--- src/hdl/iroic_pkg.sv ---
// Shared constants and types of the image region crop block
package iroic_pkg;

  // ==========================================================
  // Widths
  localparam int DIM_W  = 17;
  localparam int PIX_W  = 8;
  localparam int ADDR_W = 6;

  // ==========================================================
  // Register byte offsets
  localparam logic [5:0] OFF_CTRL    = 6'h00;
  localparam logic [5:0] OFF_STATUS  = 6'h04;
  localparam logic [5:0] OFF_HSTART  = 6'h08;
  localparam logic [5:0] OFF_VSTART  = 6'h0C;
  localparam logic [5:0] OFF_COLS    = 6'h10;
  localparam logic [5:0] OFF_ROWS    = 6'h14;
  localparam logic [5:0] OFF_FFCOLS  = 6'h18;
  localparam logic [5:0] OFF_FFROWS  = 6'h1C;
  localparam logic [5:0] OFF_EFFCOLS = 6'h20;
  localparam logic [5:0] OFF_EFFROWS = 6'h24;

  // ==========================================================
  // Field positions
  localparam int CTRL_RUN_BIT  = 0;
  localparam int CTRL_ORG_LSB  = 1;
  localparam int STAT_REJ_BIT  = 0;
  localparam int STAT_RUN_BIT  = 1;
  localparam int STAT_BUSY_BIT = 2;

  // ==========================================================
  // Reset values
  localparam logic [16:0] RST_HSTART = 17'h00000;
  localparam logic [16:0] RST_VSTART = 17'h00000;
  localparam logic [16:0] RST_COLS   = 17'h00400;
  localparam logic [16:0] RST_ROWS   = 17'h00400;
  localparam logic [16:0] RST_FFCOLS = 17'h00400;
  localparam logic [16:0] RST_FFROWS = 17'h00400;

  // ==========================================================
  // Limits
  localparam logic [17:0] MAX_COLS    = 18'h08000;
  localparam logic [17:0] MAX_ROWS    = 18'h10000;
  localparam logic [16:0] MIRROR_COLS = 17'h02000;
  localparam logic [16:0] MIN_COLS    = 17'h00008;
  localparam logic [16:0] MIN_ROWS    = 17'h00002;
  localparam logic [16:0] MAX_HSTART  = 17'h07FF8;
  localparam logic [16:0] MAX_VSTART  = 17'h0FFFF;
  localparam logic [34:0] DRAM_PIXELS = 35'h0_4000_0000;
  localparam logic [7:0]  PAD_PIXEL   = 8'h00;

  // ==========================================================
  // Types
  typedef enum logic [1:0] {
    ORG_TOP_LEFT     = 2'b00,
    ORG_TOP_RIGHT    = 2'b01,
    ORG_BOTTOM_LEFT  = 2'b10,
    ORG_BOTTOM_RIGHT = 2'b11
  } iroic_origin_t;

  typedef enum logic [2:0] {
    ST_IDLE     = 3'b000,
    ST_WAIT_SOF = 3'b001,
    ST_ACTIVE   = 3'b010,
    ST_PAD      = 3'b011,
    ST_REPLAY   = 3'b100
  } iroic_state_t;

endpackage : iroic_pkg

--- src/hdl/iroic_cfg_if.sv ---
// Region configuration carried to the legality checker
`timescale 1ns/1ps
interface iroic_cfg_if;
  logic [16:0]              hstart;
  logic [16:0]              vstart;
  logic [16:0]              cols;
  logic [16:0]              rows;
  logic [16:0]              ffcols;
  logic [16:0]              ffrows;
  iroic_pkg::iroic_origin_t origin;
  logic                     ok;
  logic [16:0]              eff_cols;
  logic [16:0]              eff_rows;

  modport src (output hstart, vstart, cols, rows, ffcols, ffrows, origin, input ok, eff_cols, eff_rows);
  modport chk (input hstart, vstart, cols, rows, ffcols, ffrows, origin, output ok, eff_cols, eff_rows);
endinterface : iroic_cfg_if

--- src/hdl/iroic_check.sv ---
// Legality check and effective frame size of one region configuration
`timescale 1ns/1ps
module iroic_check (
  // Configuration under test
  iroic_cfg_if.chk cfg
);
  logic        hmir;
  logic        vmir;
  logic [17:0] hend;
  logic [17:0] vend;
  logic [34:0] dram_prod;
  logic [34:0] dram_need;

  // ==========================================================
  // Mirroring, effective size and all range tests
  always_comb begin
    hmir = cfg.origin[0];
    vmir = cfg.origin[1];
    hend = {1'b0, cfg.hstart} + {1'b0, cfg.cols};
    vend = {1'b0, cfg.vstart} + {1'b0, cfg.rows};
    cfg.eff_cols = hmir ? cfg.ffcols : hend[16:0];
    cfg.eff_rows = vmir ? cfg.ffrows : vend[16:0];
    dram_prod = {18'h00000, cfg.eff_cols} * {18'h00000, cfg.ffrows};
    dram_need = {dram_prod[33:0], 1'b0};
    cfg.ok = 1'b1;
    // Per-field ranges and step sizes
    if (cfg.cols < iroic_pkg::MIN_COLS || {1'b0, cfg.cols} > iroic_pkg::MAX_COLS) cfg.ok = 1'b0;
    if (cfg.cols[2:0] != 3'h0 || cfg.hstart[2:0] != 3'h0) cfg.ok = 1'b0;
    if (cfg.rows < iroic_pkg::MIN_ROWS || {1'b0, cfg.rows} > iroic_pkg::MAX_ROWS) cfg.ok = 1'b0;
    if (cfg.hstart > iroic_pkg::MAX_HSTART) cfg.ok = 1'b0;
    if (cfg.vstart > iroic_pkg::MAX_VSTART) cfg.ok = 1'b0;
    if (cfg.ffrows < iroic_pkg::MIN_ROWS || {1'b0, cfg.ffrows} > iroic_pkg::MAX_ROWS) cfg.ok = 1'b0;
    if (cfg.ffcols < iroic_pkg::MIN_COLS || {1'b0, cfg.ffcols} > iroic_pkg::MAX_COLS) cfg.ok = 1'b0;
    if (cfg.ffcols[2:0] != 3'h0) cfg.ok = 1'b0;
    // Joint limits of offset plus size, mirror line width and DRAM space
    if (hend > iroic_pkg::MAX_COLS) cfg.ok = 1'b0;
    if (vend > iroic_pkg::MAX_ROWS) cfg.ok = 1'b0;
    if (hmir && (hend > {1'b0, cfg.ffcols} || cfg.ffcols > iroic_pkg::MIRROR_COLS)) cfg.ok = 1'b0;
    if (vmir && vend > {1'b0, cfg.ffrows}) cfg.ok = 1'b0;
    if (vmir && dram_need > iroic_pkg::DRAM_PIXELS) cfg.ok = 1'b0;
  end

endmodule : iroic_check

--- src/hdl/iroic_count.sv ---
// Column and line position of each incoming pixel
`timescale 1ns/1ps
module iroic_count (
  // Clock and reset
  input  wire logic        mclk,
  input  wire logic        rst_n,
  // Pixel beat
  input  wire logic        fire,
  input  wire logic        sof,
  input  wire logic        sol,
  // Position of the beat
  output logic      [16:0] col,
  output logic      [16:0] line
);
  logic [16:0] col_reg;
  logic [16:0] line_reg;
  logic [16:0] col_next;
  logic [16:0] line_next;

  // ==========================================================
  // Column restarts at each frame and line start, line at each frame start
  always_comb begin
    col  = (sof || sol) ? 17'h00000 : 17'(col_reg + 17'h00001);
    line = sof ? 17'h00000 : (sol ? 17'(line_reg + 17'h00001) : line_reg);
    col_next  = fire ? col : col_reg;
    line_next = fire ? line : line_reg;
  end

  // Position registers
  always_ff @(posedge mclk) begin
    if (!rst_n) begin
      col_reg  <= 17'h00000;
      line_reg <= 17'h00000;
    end else begin
      col_reg  <= col_next;
      line_reg <= line_next;
    end
  end

endmodule : iroic_count

--- src/hdl/iroic_top.sv ---
// Region-of-interest crop with Avalon-MM configuration registers
//
// The placing of the registers and the Avalon-MM slave port are this design's own decisions.
`timescale 1ns/1ps
// ==========================================================
// Contract
// - Large frames: output exactly the region pixels
// - Small frames: pad lines, rows may truncate
// - Reject horizontal start plus columns above 32768
// - Reject vertical start plus rows above 65536
// - Columns, horizontal start step 8; rows step 1
// - Dependent ranges; rejected writes flagged to software
// - Region writes only while acquisition stopped
// - Horizontal mirror: start plus columns within full width
// - Vertical mirror: start plus rows within full height
// - Vertical mirror: full frame must fit DRAM
// - Horizontal mirror limits line width to 8192
// - No vertical mirror: effective height is start plus rows
// - Full-frame rows 2 to 65536, reset 1024
// - Columns 8 to 32768 step 8, reset 1024
// - Rows 2 to 65536, reset 1024
// - Horizontal start 0 to 32760 step 8
// - Output frame size equals region size
// - Origin corner selects mirroring, reset top-left
// - No mirror: effective width is start plus columns
// - Vertical mirror double-buffers two frames in DRAM
module iroic_top (
  // Clock and reset
  input  wire logic        mclk,
  input  wire logic        rst_n,
  // Avalon-MM register slave
  input  wire logic [5:0]  avs_address,
  input  wire logic        avs_read,
  input  wire logic        avs_write,
  input  wire logic [31:0] avs_writedata,
  input  wire logic [3:0]  avs_byteenable,
  output logic      [31:0] avs_readdata,
  output logic             avs_waitrequest,
  // Camera pixel stream
  input  wire logic        in_valid,
  input  wire logic [7:0]  in_data,
  input  wire logic        in_sof,
  input  wire logic        in_sol,
  output logic             in_ready,
  // Region pixel stream to DMA
  output logic             out_valid,
  output logic      [7:0]  out_data,
  output logic             out_sof,
  output logic             out_eol,
  output logic             out_eof,
  // Output frame size and state
  output logic      [16:0] out_frame_cols,
  output logic      [16:0] out_frame_rows,
  output logic             acq_running
);
  // ==========================================================
  // Declarations
  iroic_cfg_if cand_if ();
  iroic_cfg_if live_if ();

  logic                     wait_reg, wait_next;
  logic [31:0]              rdata_reg, rdata_next;
  logic                     run_reg, run_next;
  logic                     rej_reg, rej_next;
  iroic_pkg::iroic_origin_t origin_reg, origin_next;
  logic [16:0]              hstart_reg, hstart_next, vstart_reg, vstart_next;
  logic [16:0]              cols_reg, cols_next, rows_reg, rows_next;
  logic [16:0]              ffcols_reg, ffcols_next, ffrows_reg, ffrows_next;
  logic [31:0]              rd_mux, mask, new_word;
  logic                     wr_take, cfg_sel;

  iroic_pkg::iroic_state_t  state_reg, state_next;
  logic [16:0]              ocol_reg, ocol_next, orow_reg, orow_next;
  logic                     ready_reg, ready_next, pad_eof_reg, pad_eof_next;
  logic [7:0]               held_data_reg, held_data_next;
  logic                     held_sof_reg, held_sof_next, held_sol_reg, held_sol_next;
  logic                     ov_reg, ov_next, osof_reg, osof_next;
  logic                     oeol_reg, oeol_next, oeof_reg, oeof_next;
  logic [7:0]               od_reg, od_next;
  logic                     beat_fire, beat_sof, beat_sol, cnt_fire;
  logic [7:0]               beat_data;
  logic [16:0]              pcol, pline;
  logic [17:0]              hend, vend;
  logic                     in_region, last_col, last_row, open, busy;

  // ==========================================================
  // Submodules
  iroic_check u_cand_check (.cfg(cand_if));
  iroic_check u_live_check (.cfg(live_if));

  iroic_count u_count (
    .mclk  (mclk),
    .rst_n (rst_n),
    .fire  (cnt_fire),
    .sof   (beat_sof),
    .sol   (beat_sol),
    .col   (pcol),
    .line  (pline)
  );

  // Live configuration seen by the checker
  assign live_if.hstart = hstart_reg;
  assign live_if.vstart = vstart_reg;
  assign live_if.cols   = cols_reg;
  assign live_if.rows   = rows_reg;
  assign live_if.ffcols = ffcols_reg;
  assign live_if.ffrows = ffrows_reg;
  assign live_if.origin = origin_reg;

  // ==========================================================
  // Register read mux
  always_comb begin
    rd_mux = 32'h00000000;
    busy   = (state_reg == iroic_pkg::ST_ACTIVE) || (state_reg == iroic_pkg::ST_PAD)
             || (state_reg == iroic_pkg::ST_REPLAY);
    unique case (avs_address)
      iroic_pkg::OFF_CTRL:    rd_mux = {29'h00000000, origin_reg, run_reg};
      iroic_pkg::OFF_STATUS:  rd_mux = {29'h00000000, busy, run_reg, rej_reg};
      iroic_pkg::OFF_HSTART:  rd_mux = {15'h0000, hstart_reg};
      iroic_pkg::OFF_VSTART:  rd_mux = {15'h0000, vstart_reg};
      iroic_pkg::OFF_COLS:    rd_mux = {15'h0000, cols_reg};
      iroic_pkg::OFF_ROWS:    rd_mux = {15'h0000, rows_reg};
      iroic_pkg::OFF_FFCOLS:  rd_mux = {15'h0000, ffcols_reg};
      iroic_pkg::OFF_FFROWS:  rd_mux = {15'h0000, ffrows_reg};
      iroic_pkg::OFF_EFFCOLS: rd_mux = {15'h0000, live_if.eff_cols};
      iroic_pkg::OFF_EFFROWS: rd_mux = {15'h0000, live_if.eff_rows};
      default:                rd_mux = 32'h00000000;
    endcase
  end

  // Candidate configuration: live values with the written field merged in
  always_comb begin
    mask = {{8{avs_byteenable[3]}}, {8{avs_byteenable[2]}}, {8{avs_byteenable[1]}}, {8{avs_byteenable[0]}}};
    new_word = (rd_mux & ~mask) | (avs_writedata & mask);
    cand_if.hstart = hstart_reg;
    cand_if.vstart = vstart_reg;
    cand_if.cols   = cols_reg;
    cand_if.rows   = rows_reg;
    cand_if.ffcols = ffcols_reg;
    cand_if.ffrows = ffrows_reg;
    cand_if.origin = origin_reg;
    cfg_sel = 1'b1;
    unique case (avs_address)
      iroic_pkg::OFF_HSTART: cand_if.hstart = new_word[16:0];
      iroic_pkg::OFF_VSTART: cand_if.vstart = new_word[16:0];
      iroic_pkg::OFF_COLS:   cand_if.cols   = new_word[16:0];
      iroic_pkg::OFF_ROWS:   cand_if.rows   = new_word[16:0];
      iroic_pkg::OFF_FFCOLS: cand_if.ffcols = new_word[16:0];
      iroic_pkg::OFF_FFROWS: cand_if.ffrows = new_word[16:0];
      iroic_pkg::OFF_CTRL: begin
        cand_if.origin = iroic_pkg::iroic_origin_t'(new_word[2:1]);
        cfg_sel        = (new_word[2:1] != origin_reg);
      end
      default:               cfg_sel = 1'b0;
    endcase
  end

  // ==========================================================
  // Bus handshake and configuration next state
  always_comb begin
    wait_next   = 1'b1;
    rdata_next  = rdata_reg;
    run_next    = run_reg;
    rej_next    = rej_reg;
    origin_next = origin_reg;
    hstart_next = hstart_reg;
    vstart_next = vstart_reg;
    cols_next   = cols_reg;
    rows_next   = rows_reg;
    ffcols_next = ffcols_reg;
    ffrows_next = ffrows_reg;
    wr_take     = avs_write && !wait_reg;
    // Request seen with waitrequest high: answer in the next cycle
    if ((avs_read || avs_write) && wait_reg) begin
      wait_next  = 1'b0;
      rdata_next = avs_read ? rd_mux : rdata_reg;
    end
    if (wr_take) begin
      if (avs_address == iroic_pkg::OFF_STATUS && avs_byteenable[0]) begin
        rej_next = rej_reg & ~avs_writedata[iroic_pkg::STAT_REJ_BIT];
      end
      if (avs_address == iroic_pkg::OFF_CTRL) begin
        run_next = new_word[iroic_pkg::CTRL_RUN_BIT];
      end
      if (cfg_sel) begin
        if (!run_reg && cand_if.ok) begin
          origin_next = cand_if.origin;
          hstart_next = cand_if.hstart;
          vstart_next = cand_if.vstart;
          cols_next   = cand_if.cols;
          rows_next   = cand_if.rows;
          ffcols_next = cand_if.ffcols;
          ffrows_next = cand_if.ffrows;
        end else begin
          rej_next = 1'b1;
        end
      end
    end
  end

  // ==========================================================
  // Pixel beat: replayed held beat or a fresh input beat
  always_comb begin
    beat_fire = (state_reg == iroic_pkg::ST_REPLAY) || (in_valid && ready_reg);
    beat_data = (state_reg == iroic_pkg::ST_REPLAY) ? held_data_reg : in_data;
    beat_sof  = (state_reg == iroic_pkg::ST_REPLAY) ? held_sof_reg : in_sof;
    beat_sol  = (state_reg == iroic_pkg::ST_REPLAY) ? held_sol_reg : in_sol;
    hend      = {1'b0, hstart_reg} + {1'b0, cols_reg};
    vend      = {1'b0, vstart_reg} + {1'b0, rows_reg};
    in_region = (pcol >= hstart_reg) && ({1'b0, pcol} < hend)
                && (pline >= vstart_reg) && ({1'b0, pline} < vend);
    last_col  = (ocol_reg == 17'(cols_reg - 17'h00001));
    last_row  = (orow_reg == 17'(rows_reg - 17'h00001));
    open      = (ocol_reg != 17'h00000) || (orow_reg != 17'h00000);
    // A held beat advances the position only on its replay, never twice
    cnt_fire  = beat_fire && !(state_reg == iroic_pkg::ST_ACTIVE && open
                && (beat_sof || (beat_sol && ocol_reg != 17'h00000)));
  end

  // Crop state machine
  always_comb begin
    state_next     = state_reg;
    ocol_next      = ocol_reg;
    orow_next      = orow_reg;
    ready_next     = ready_reg;
    pad_eof_next   = pad_eof_reg;
    held_data_next = held_data_reg;
    held_sof_next  = held_sof_reg;
    held_sol_next  = held_sol_reg;
    ov_next        = 1'b0;
    od_next        = od_reg;
    osof_next      = 1'b0;
    oeol_next      = 1'b0;
    oeof_next      = 1'b0;
    unique case (state_reg)
      iroic_pkg::ST_IDLE: begin
        ready_next = 1'b1;
        ocol_next  = 17'h00000;
        orow_next  = 17'h00000;
        if (run_reg) state_next = iroic_pkg::ST_WAIT_SOF;
      end
      iroic_pkg::ST_WAIT_SOF, iroic_pkg::ST_ACTIVE, iroic_pkg::ST_REPLAY: begin
        ready_next = 1'b1;
        if (state_reg == iroic_pkg::ST_REPLAY) state_next = iroic_pkg::ST_ACTIVE;
        if (beat_fire) begin
          if (state_reg == iroic_pkg::ST_ACTIVE && open && (beat_sof || (beat_sol && ocol_reg != 17'h00000))) begin
            // Short line or early frame: hold the beat, close the output first
            held_data_next = beat_data;
            held_sof_next  = beat_sof;
            held_sol_next  = beat_sol;
            ready_next     = 1'b0;
            if (ocol_reg != 17'h00000) begin
              state_next   = iroic_pkg::ST_PAD;
              pad_eof_next = beat_sof;
            end else begin
              oeof_next  = 1'b1;
              orow_next  = 17'h00000;
              state_next = iroic_pkg::ST_REPLAY;
            end
          end else if (state_reg != iroic_pkg::ST_WAIT_SOF || beat_sof) begin
            state_next = iroic_pkg::ST_ACTIVE;
            if (in_region) begin
              ov_next   = 1'b1;
              od_next   = beat_data;
              osof_next = !open;
              oeol_next = last_col;
              if (last_col) begin
                ocol_next = 17'h00000;
                if (last_row) begin
                  oeof_next  = 1'b1;
                  orow_next  = 17'h00000;
                  state_next = iroic_pkg::ST_WAIT_SOF;
                end else begin
                  orow_next = 17'(orow_reg + 17'h00001);
                end
              end else begin
                ocol_next = 17'(ocol_reg + 17'h00001);
              end
            end
          end
        end
      end
      iroic_pkg::ST_PAD: begin
        ov_next   = 1'b1;
        od_next   = iroic_pkg::PAD_PIXEL;
        oeol_next = last_col;
        if (last_col) begin
          ocol_next  = 17'h00000;
          state_next = iroic_pkg::ST_REPLAY;
          if (pad_eof_reg || last_row) begin
            oeof_next = 1'b1;
            orow_next = 17'h00000;
          end else begin
            orow_next = 17'(orow_reg + 17'h00001);
          end
        end else begin
          ocol_next = 17'(ocol_reg + 17'h00001);
        end
      end
      default: state_next = iroic_pkg::ST_IDLE;
    endcase
    // Stopping acquisition abandons the frame
    if (!run_reg && state_reg != iroic_pkg::ST_IDLE) begin
      state_next = iroic_pkg::ST_IDLE;
      ready_next = 1'b1;
    end
  end

  // ==========================================================
  // All registers
  always_ff @(posedge mclk) begin
    if (!rst_n) begin
      wait_reg      <= 1'b1;
      rdata_reg     <= 32'h00000000;
      run_reg       <= 1'b0;
      rej_reg       <= 1'b0;
      origin_reg    <= iroic_pkg::ORG_TOP_LEFT;
      hstart_reg    <= iroic_pkg::RST_HSTART;
      vstart_reg    <= iroic_pkg::RST_VSTART;
      cols_reg      <= iroic_pkg::RST_COLS;
      rows_reg      <= iroic_pkg::RST_ROWS;
      ffcols_reg    <= iroic_pkg::RST_FFCOLS;
      ffrows_reg    <= iroic_pkg::RST_FFROWS;
      state_reg     <= iroic_pkg::ST_IDLE;
      ocol_reg      <= 17'h00000;
      orow_reg      <= 17'h00000;
      ready_reg     <= 1'b0;
      pad_eof_reg   <= 1'b0;
      held_data_reg <= 8'h00;
      held_sof_reg  <= 1'b0;
      held_sol_reg  <= 1'b0;
      ov_reg        <= 1'b0;
      od_reg        <= 8'h00;
      osof_reg      <= 1'b0;
      oeol_reg      <= 1'b0;
      oeof_reg      <= 1'b0;
    end else begin
      wait_reg      <= wait_next;
      rdata_reg     <= rdata_next;
      run_reg       <= run_next;
      rej_reg       <= rej_next;
      origin_reg    <= origin_next;
      hstart_reg    <= hstart_next;
      vstart_reg    <= vstart_next;
      cols_reg      <= cols_next;
      rows_reg      <= rows_next;
      ffcols_reg    <= ffcols_next;
      ffrows_reg    <= ffrows_next;
      state_reg     <= state_next;
      ocol_reg      <= ocol_next;
      orow_reg      <= orow_next;
      ready_reg     <= ready_next;
      pad_eof_reg   <= pad_eof_next;
      held_data_reg <= held_data_next;
      held_sof_reg  <= held_sof_next;
      held_sol_reg  <= held_sol_next;
      ov_reg        <= ov_next;
      od_reg        <= od_next;
      osof_reg      <= osof_next;
      oeol_reg      <= oeol_next;
      oeof_reg      <= oeof_next;
    end
  end

  // ==========================================================
  // Outputs straight from registers
  assign avs_readdata    = rdata_reg;
  assign avs_waitrequest = wait_reg;
  assign in_ready        = ready_reg;
  assign out_valid       = ov_reg;
  assign out_data        = od_reg;
  assign out_sof         = osof_reg;
  assign out_eol         = oeol_reg;
  assign out_eof         = oeof_reg;
  assign out_frame_cols  = cols_reg;
  assign out_frame_rows  = rows_reg;
  assign acq_running     = run_reg;

endmodule : iroic_top

--- config.mk ---
export PLATFORM = sky130hd
export DESIGN_NAME = iroic_top
export DESIGN_NICKNAME = d
export VERILOG_FILES = /design/src/hdl/iroic_pkg.sv /design/src/hdl/iroic_cfg_if.sv /design/src/hdl/iroic_check.sv /design/src/hdl/iroic_count.sv /design/src/hdl/iroic_top.sv
export SDC_FILE = /design/constraint.sdc
export NUM_CORES = 2
export LEC_CHECK = 0
export ABC_CLOCK_PERIOD_IN_PS = 11300
export BUFFER_PORTS_ARGS = -buffer_cell sky130_fd_sc_hd__buf_2
export CORE_UTILIZATION = 45
export CTS_CLUSTER_DIAMETER = 50
export DETAILED_ROUTE_END_ITERATION = 8
export PLACE_DENSITY_LB_ADDON = 0.12
export SETUP_SLACK_MARGIN = 0.1
export SYNTH_ARGS = -nofsm -noshare
export SYNTH_HDL_FRONTEND = slang
export SYNTH_SLANG_ARGS = --single-unit
export TNS_END_PERCENT = 50
--- constraint.sdc ---
create_clock -name mclk -period 11.3 [get_ports mclk]
set_clock_uncertainty 0.2 [all_clocks]
set_input_delay 1.13 -clock mclk [delete_from_list [all_inputs] [get_ports mclk]]
set_output_delay 1.13 -clock mclk [all_outputs]
set_load 0.02 [all_outputs]
==> impl_summary.md <==
Run status
The flow ran to the end, but the final reports show violations. The checks that failed: max-capacitance violations, max-slew violations, negative setup slack.

Setup path
On the worst path, the slowest cell contributes a delay of 0.53 ns. The kind of end point of the critical path is a register. Counting both buffers and inverters, the worst setup path holds a total of 16. For the worst setup path, the data required time is 11.62 ns. The most common cell type on the critical path is sky130_fd_sc_hd__buf_6. The slowest stage cell on the critical path is sky130_fd_sc_hd__fa_1. Data arrives at the worst endpoint at 11.88 ns. The worst-path maximum fanout is 7. The kind of critical path is input pin to register.

The nature of the critical path startpoint is an input pin. On the critical path the largest part of the delay comes from adder cells.

Yosys
In this run, distinct cell masters in the synthesized netlist total 100. By count the netlist is led by sky130_fd_sc_hd__nand2_1, sky130_fd_sc_hd__nor2_1, sky130_fd_sc_hd__inv_1. Synthesis produced a netlist whose cell count is 4065.

The number of warning messages in the yosys log is 0. The most common cell in the synthesized netlist is sky130_fd_sc_hd__nand2_1. The cell type with the highest aggregate area in the netlist is sky130_fd_sc_hd__fa_1. After synthesis, the share of flip-flops with an asynchronous set or reset is 0%. The average cell area after synthesis is 7.54 µm². For this run, the leading register cell type out of synthesis is sky130_fd_sc_hd__dfxtp_1. The synthesized netlist occupies a cell area of 30600 µm².

By area the synthesized netlist is led by sky130_fd_sc_hd__fa_1, sky130_fd_sc_hd__dfxtp_1, sky130_fd_sc_hd__ha_1. In this run the biggest area consumer among cell types represents 14.9% of the synthesized area. The synthesized design contains 0 enable-type register cells. The share of the Yosys chip area taken by registers is 14.3%. Synthesis inferred 219 register bits.

Pwr
The maximum ir drop on the vdd rail is 112 µV. For this design the ratio of total power to cell area is 49.3 nW/µm². The power consumption is 2.04 mW. For this design the static power due to leakage is 18.5 nW.

Placement
The final weighted congestion in routability-driven placement is 1.09. The instance count after placement with tap cells included is 5595. The worst setup slack after placement is -2.16 ns. The number of port buffers is 106. The placed wire-length estimate after detailed placement is 110 mm.

After detailed placement, the total cell area comes to 37600 µm².

Floorplanning
The die covers 69100 µm². Once the floorplan was initialized, standard cells occupied 45.5% of the core. From bottom edge to top edge, the die measures 263 µm. The core area is 67300 µm².

The number of rows created at floorplan is 95. The floorplan step set the die width to 263 µm. In this run the count of I/O pins placed on the die edge is 138.

Clock network
Counting along the longest clock path gives a buffer depth of 3. CTS built an H-tree with a depth of 1. The cell sitting at the root of the clock tree is a sky130_fd_sc_hd__clkbuf_16. The hold-fix buffer count after cts is 0. In this run, CTS created clock tree buffers numbering 30. The tree built by TritonCTS fans out to 219 sinks.

At the later pin of the worst-skew pair, clock insertion delay measures 0.60 ns. The clock slew at the register clock pins of the worst setup and hold paths is 0.06 ns. The TritonCTS clock tree is yes.

Timing
Measured against its own limit, the worst slew margin works out to -0.145%. Final hold analysis gives a worst-case slack of 0.248 ns. The setup slack of the critical path after layout is -0.264 ns. The final period demand of the worst path is 11.56 ns. At the pin with the least slew margin, the transition time is 1.50 ns. Setup total negative slack on the finished layout was measured at -18.95 ns. The final cycle utilization of the critical path is 102%. The number of max-slew violations in the final report was 1.

The final hold violation count is 0. Derived from the worst setup path, the maximum achievable clock frequency is 0.0865 GHz. Setup repair after global routing could not meet its margin everywhere. Setup violations remaining at the end of the flow were counted as 105.

Route
The detailed-route wire length on metal 1 is 54.4 mm. In this run, the number of DRC markers left after iteration 0 of detailed routing was 3470. Summing over every cut layer, the via total after detailed routing is 33925. The count of nets left with antenna violations once routing finished came out at 0.

The top routing layer in use is met5. The first-pass detailed-route iteration total is 7. The number of DRC violations after detailed routing is 0. Wire segments on met2 add up to 61.0 mm in the final route. The via density per instance is 5.88. The wire length after detailed routing is 136 mm.

After detailed routing, the met3 layer carries 9.94 mm of wire. The mean routed wirelength per cell is 23.5 µm.

Worst hold path
The path class of the lowest-slack min-delay path is register to register.

GRT
The number of global-route vias before repair is 32373. For this run, the total global-route usage over all layers was measured as 38.3%. The total overflow reported by the global router is 0. The number of antenna violations at the first check in global routing was 8. The wire length of the first global-routing pass is 201 mm. Entering global routing, the biggest net connects 105 pins.

Finish
The number of standard cells in the final layout excluding fillers is 5770. The final standard cell utilization of the core is 61.5%. The share of post-route cells with drive strength above 1 is 27.6%. The net count of the finished layout is 5440. Once layout is done, the placed cells without fillers occupy 41400 µm². The synthesis-to-layout area growth is 35.1%.

Job
Across the run, the number of max-cap violations was 1.
what timing repair did:
item / in CTS / in global routing
pin swaps: 132 / 109
gates resized for setup: 235 / 135
cloned: 6 / 2
buffers inserted: 65 / 47
setup endpoints to repair: 105 / 105
cells by family (layout without fill, tap and decap cells):
| logic type | count (synthesis) | after routing | share of synthesized area (%) |
|---|---|---|---|
| buffers and inverters | 611 | 1427 | 8.12 |
| flip-flops | 219 | 219 | 14.3 |
| adder cells (fa/ha/maj) | 513 | 513 | 26.5 |
| multiplexers | 138 | 138 | 4.54 |
| AND/OR/NAND/NOR | 1567 | 1567 | 23.7 |
| AO/OA/AOI/OAI | 883 | 883 | 19.0 |
| other | 1 | 17 | 0.0122 |
| XOR/XNOR | 133 | 133 | 3.80 |
cell type report:
type                    count  area (µm²)
clock inverters            15         163
multi-input cells        3249       25700
clock buffers              41         873
inverters                 399        1500
flip-flops and latches    219        4400
repair buffers            972        7660
fillers                  6163       25900
well taps                 873        1090
diodes                      2        5.00
power breakdown:
part	internal, mW	total (mW)	switching (mW)
clock network	0.591	0.998	0.407
logic	0.0970	0.263	0.166
registers	0.777	0.780	0.00306
cells in the final DEF (no fill, tap or decap), drive strengths merged, types with 14 or more instances in the layout:
cell,count
xor2,64
and2,29
a211oi,40
a31oi,26
inv,399
a21o,54
o21bai,17
conb,15
nor4,41
buf,969
nor2,394
dfxtp,219
nor3,89
o22ai,21
nand3,74
a22oi,18
clkbuf,44
and3,35
or4,25
o2111ai,14
xnor2,69
o21a,35
mux2i,130
or3,34
nor2b,32
nor3b,25
o21ai,231
nand2b,47
fa,228
o211ai,20
ha,284
o31ai,29
nand2,633
a21oi,208
nand4,51
a32o,14
worst paths after layout:
path	cells after the start	endpoint	slack, ns	startpoint
worst min register to register	1	avs_waitrequest	0.25	avs_waitrequest
worst max-delay path	48	out_frame_cols[13]	-0.26	avs_address[5]
worst min-delay path	1	avs_waitrequest	0.25	avs_waitrequest
worst max register to register	44	out_frame_cols[13]	-0.20	out_frame_cols[2]
routing by layer:
metal  vias up  global-route usage (%)
met5         -                       0
met4         6                    23.6
met3       446                    4.74
met2      1613                    62.1
met1     16152                    48.5
li1      15708                       -
Power figures use the tool's default switching activity.
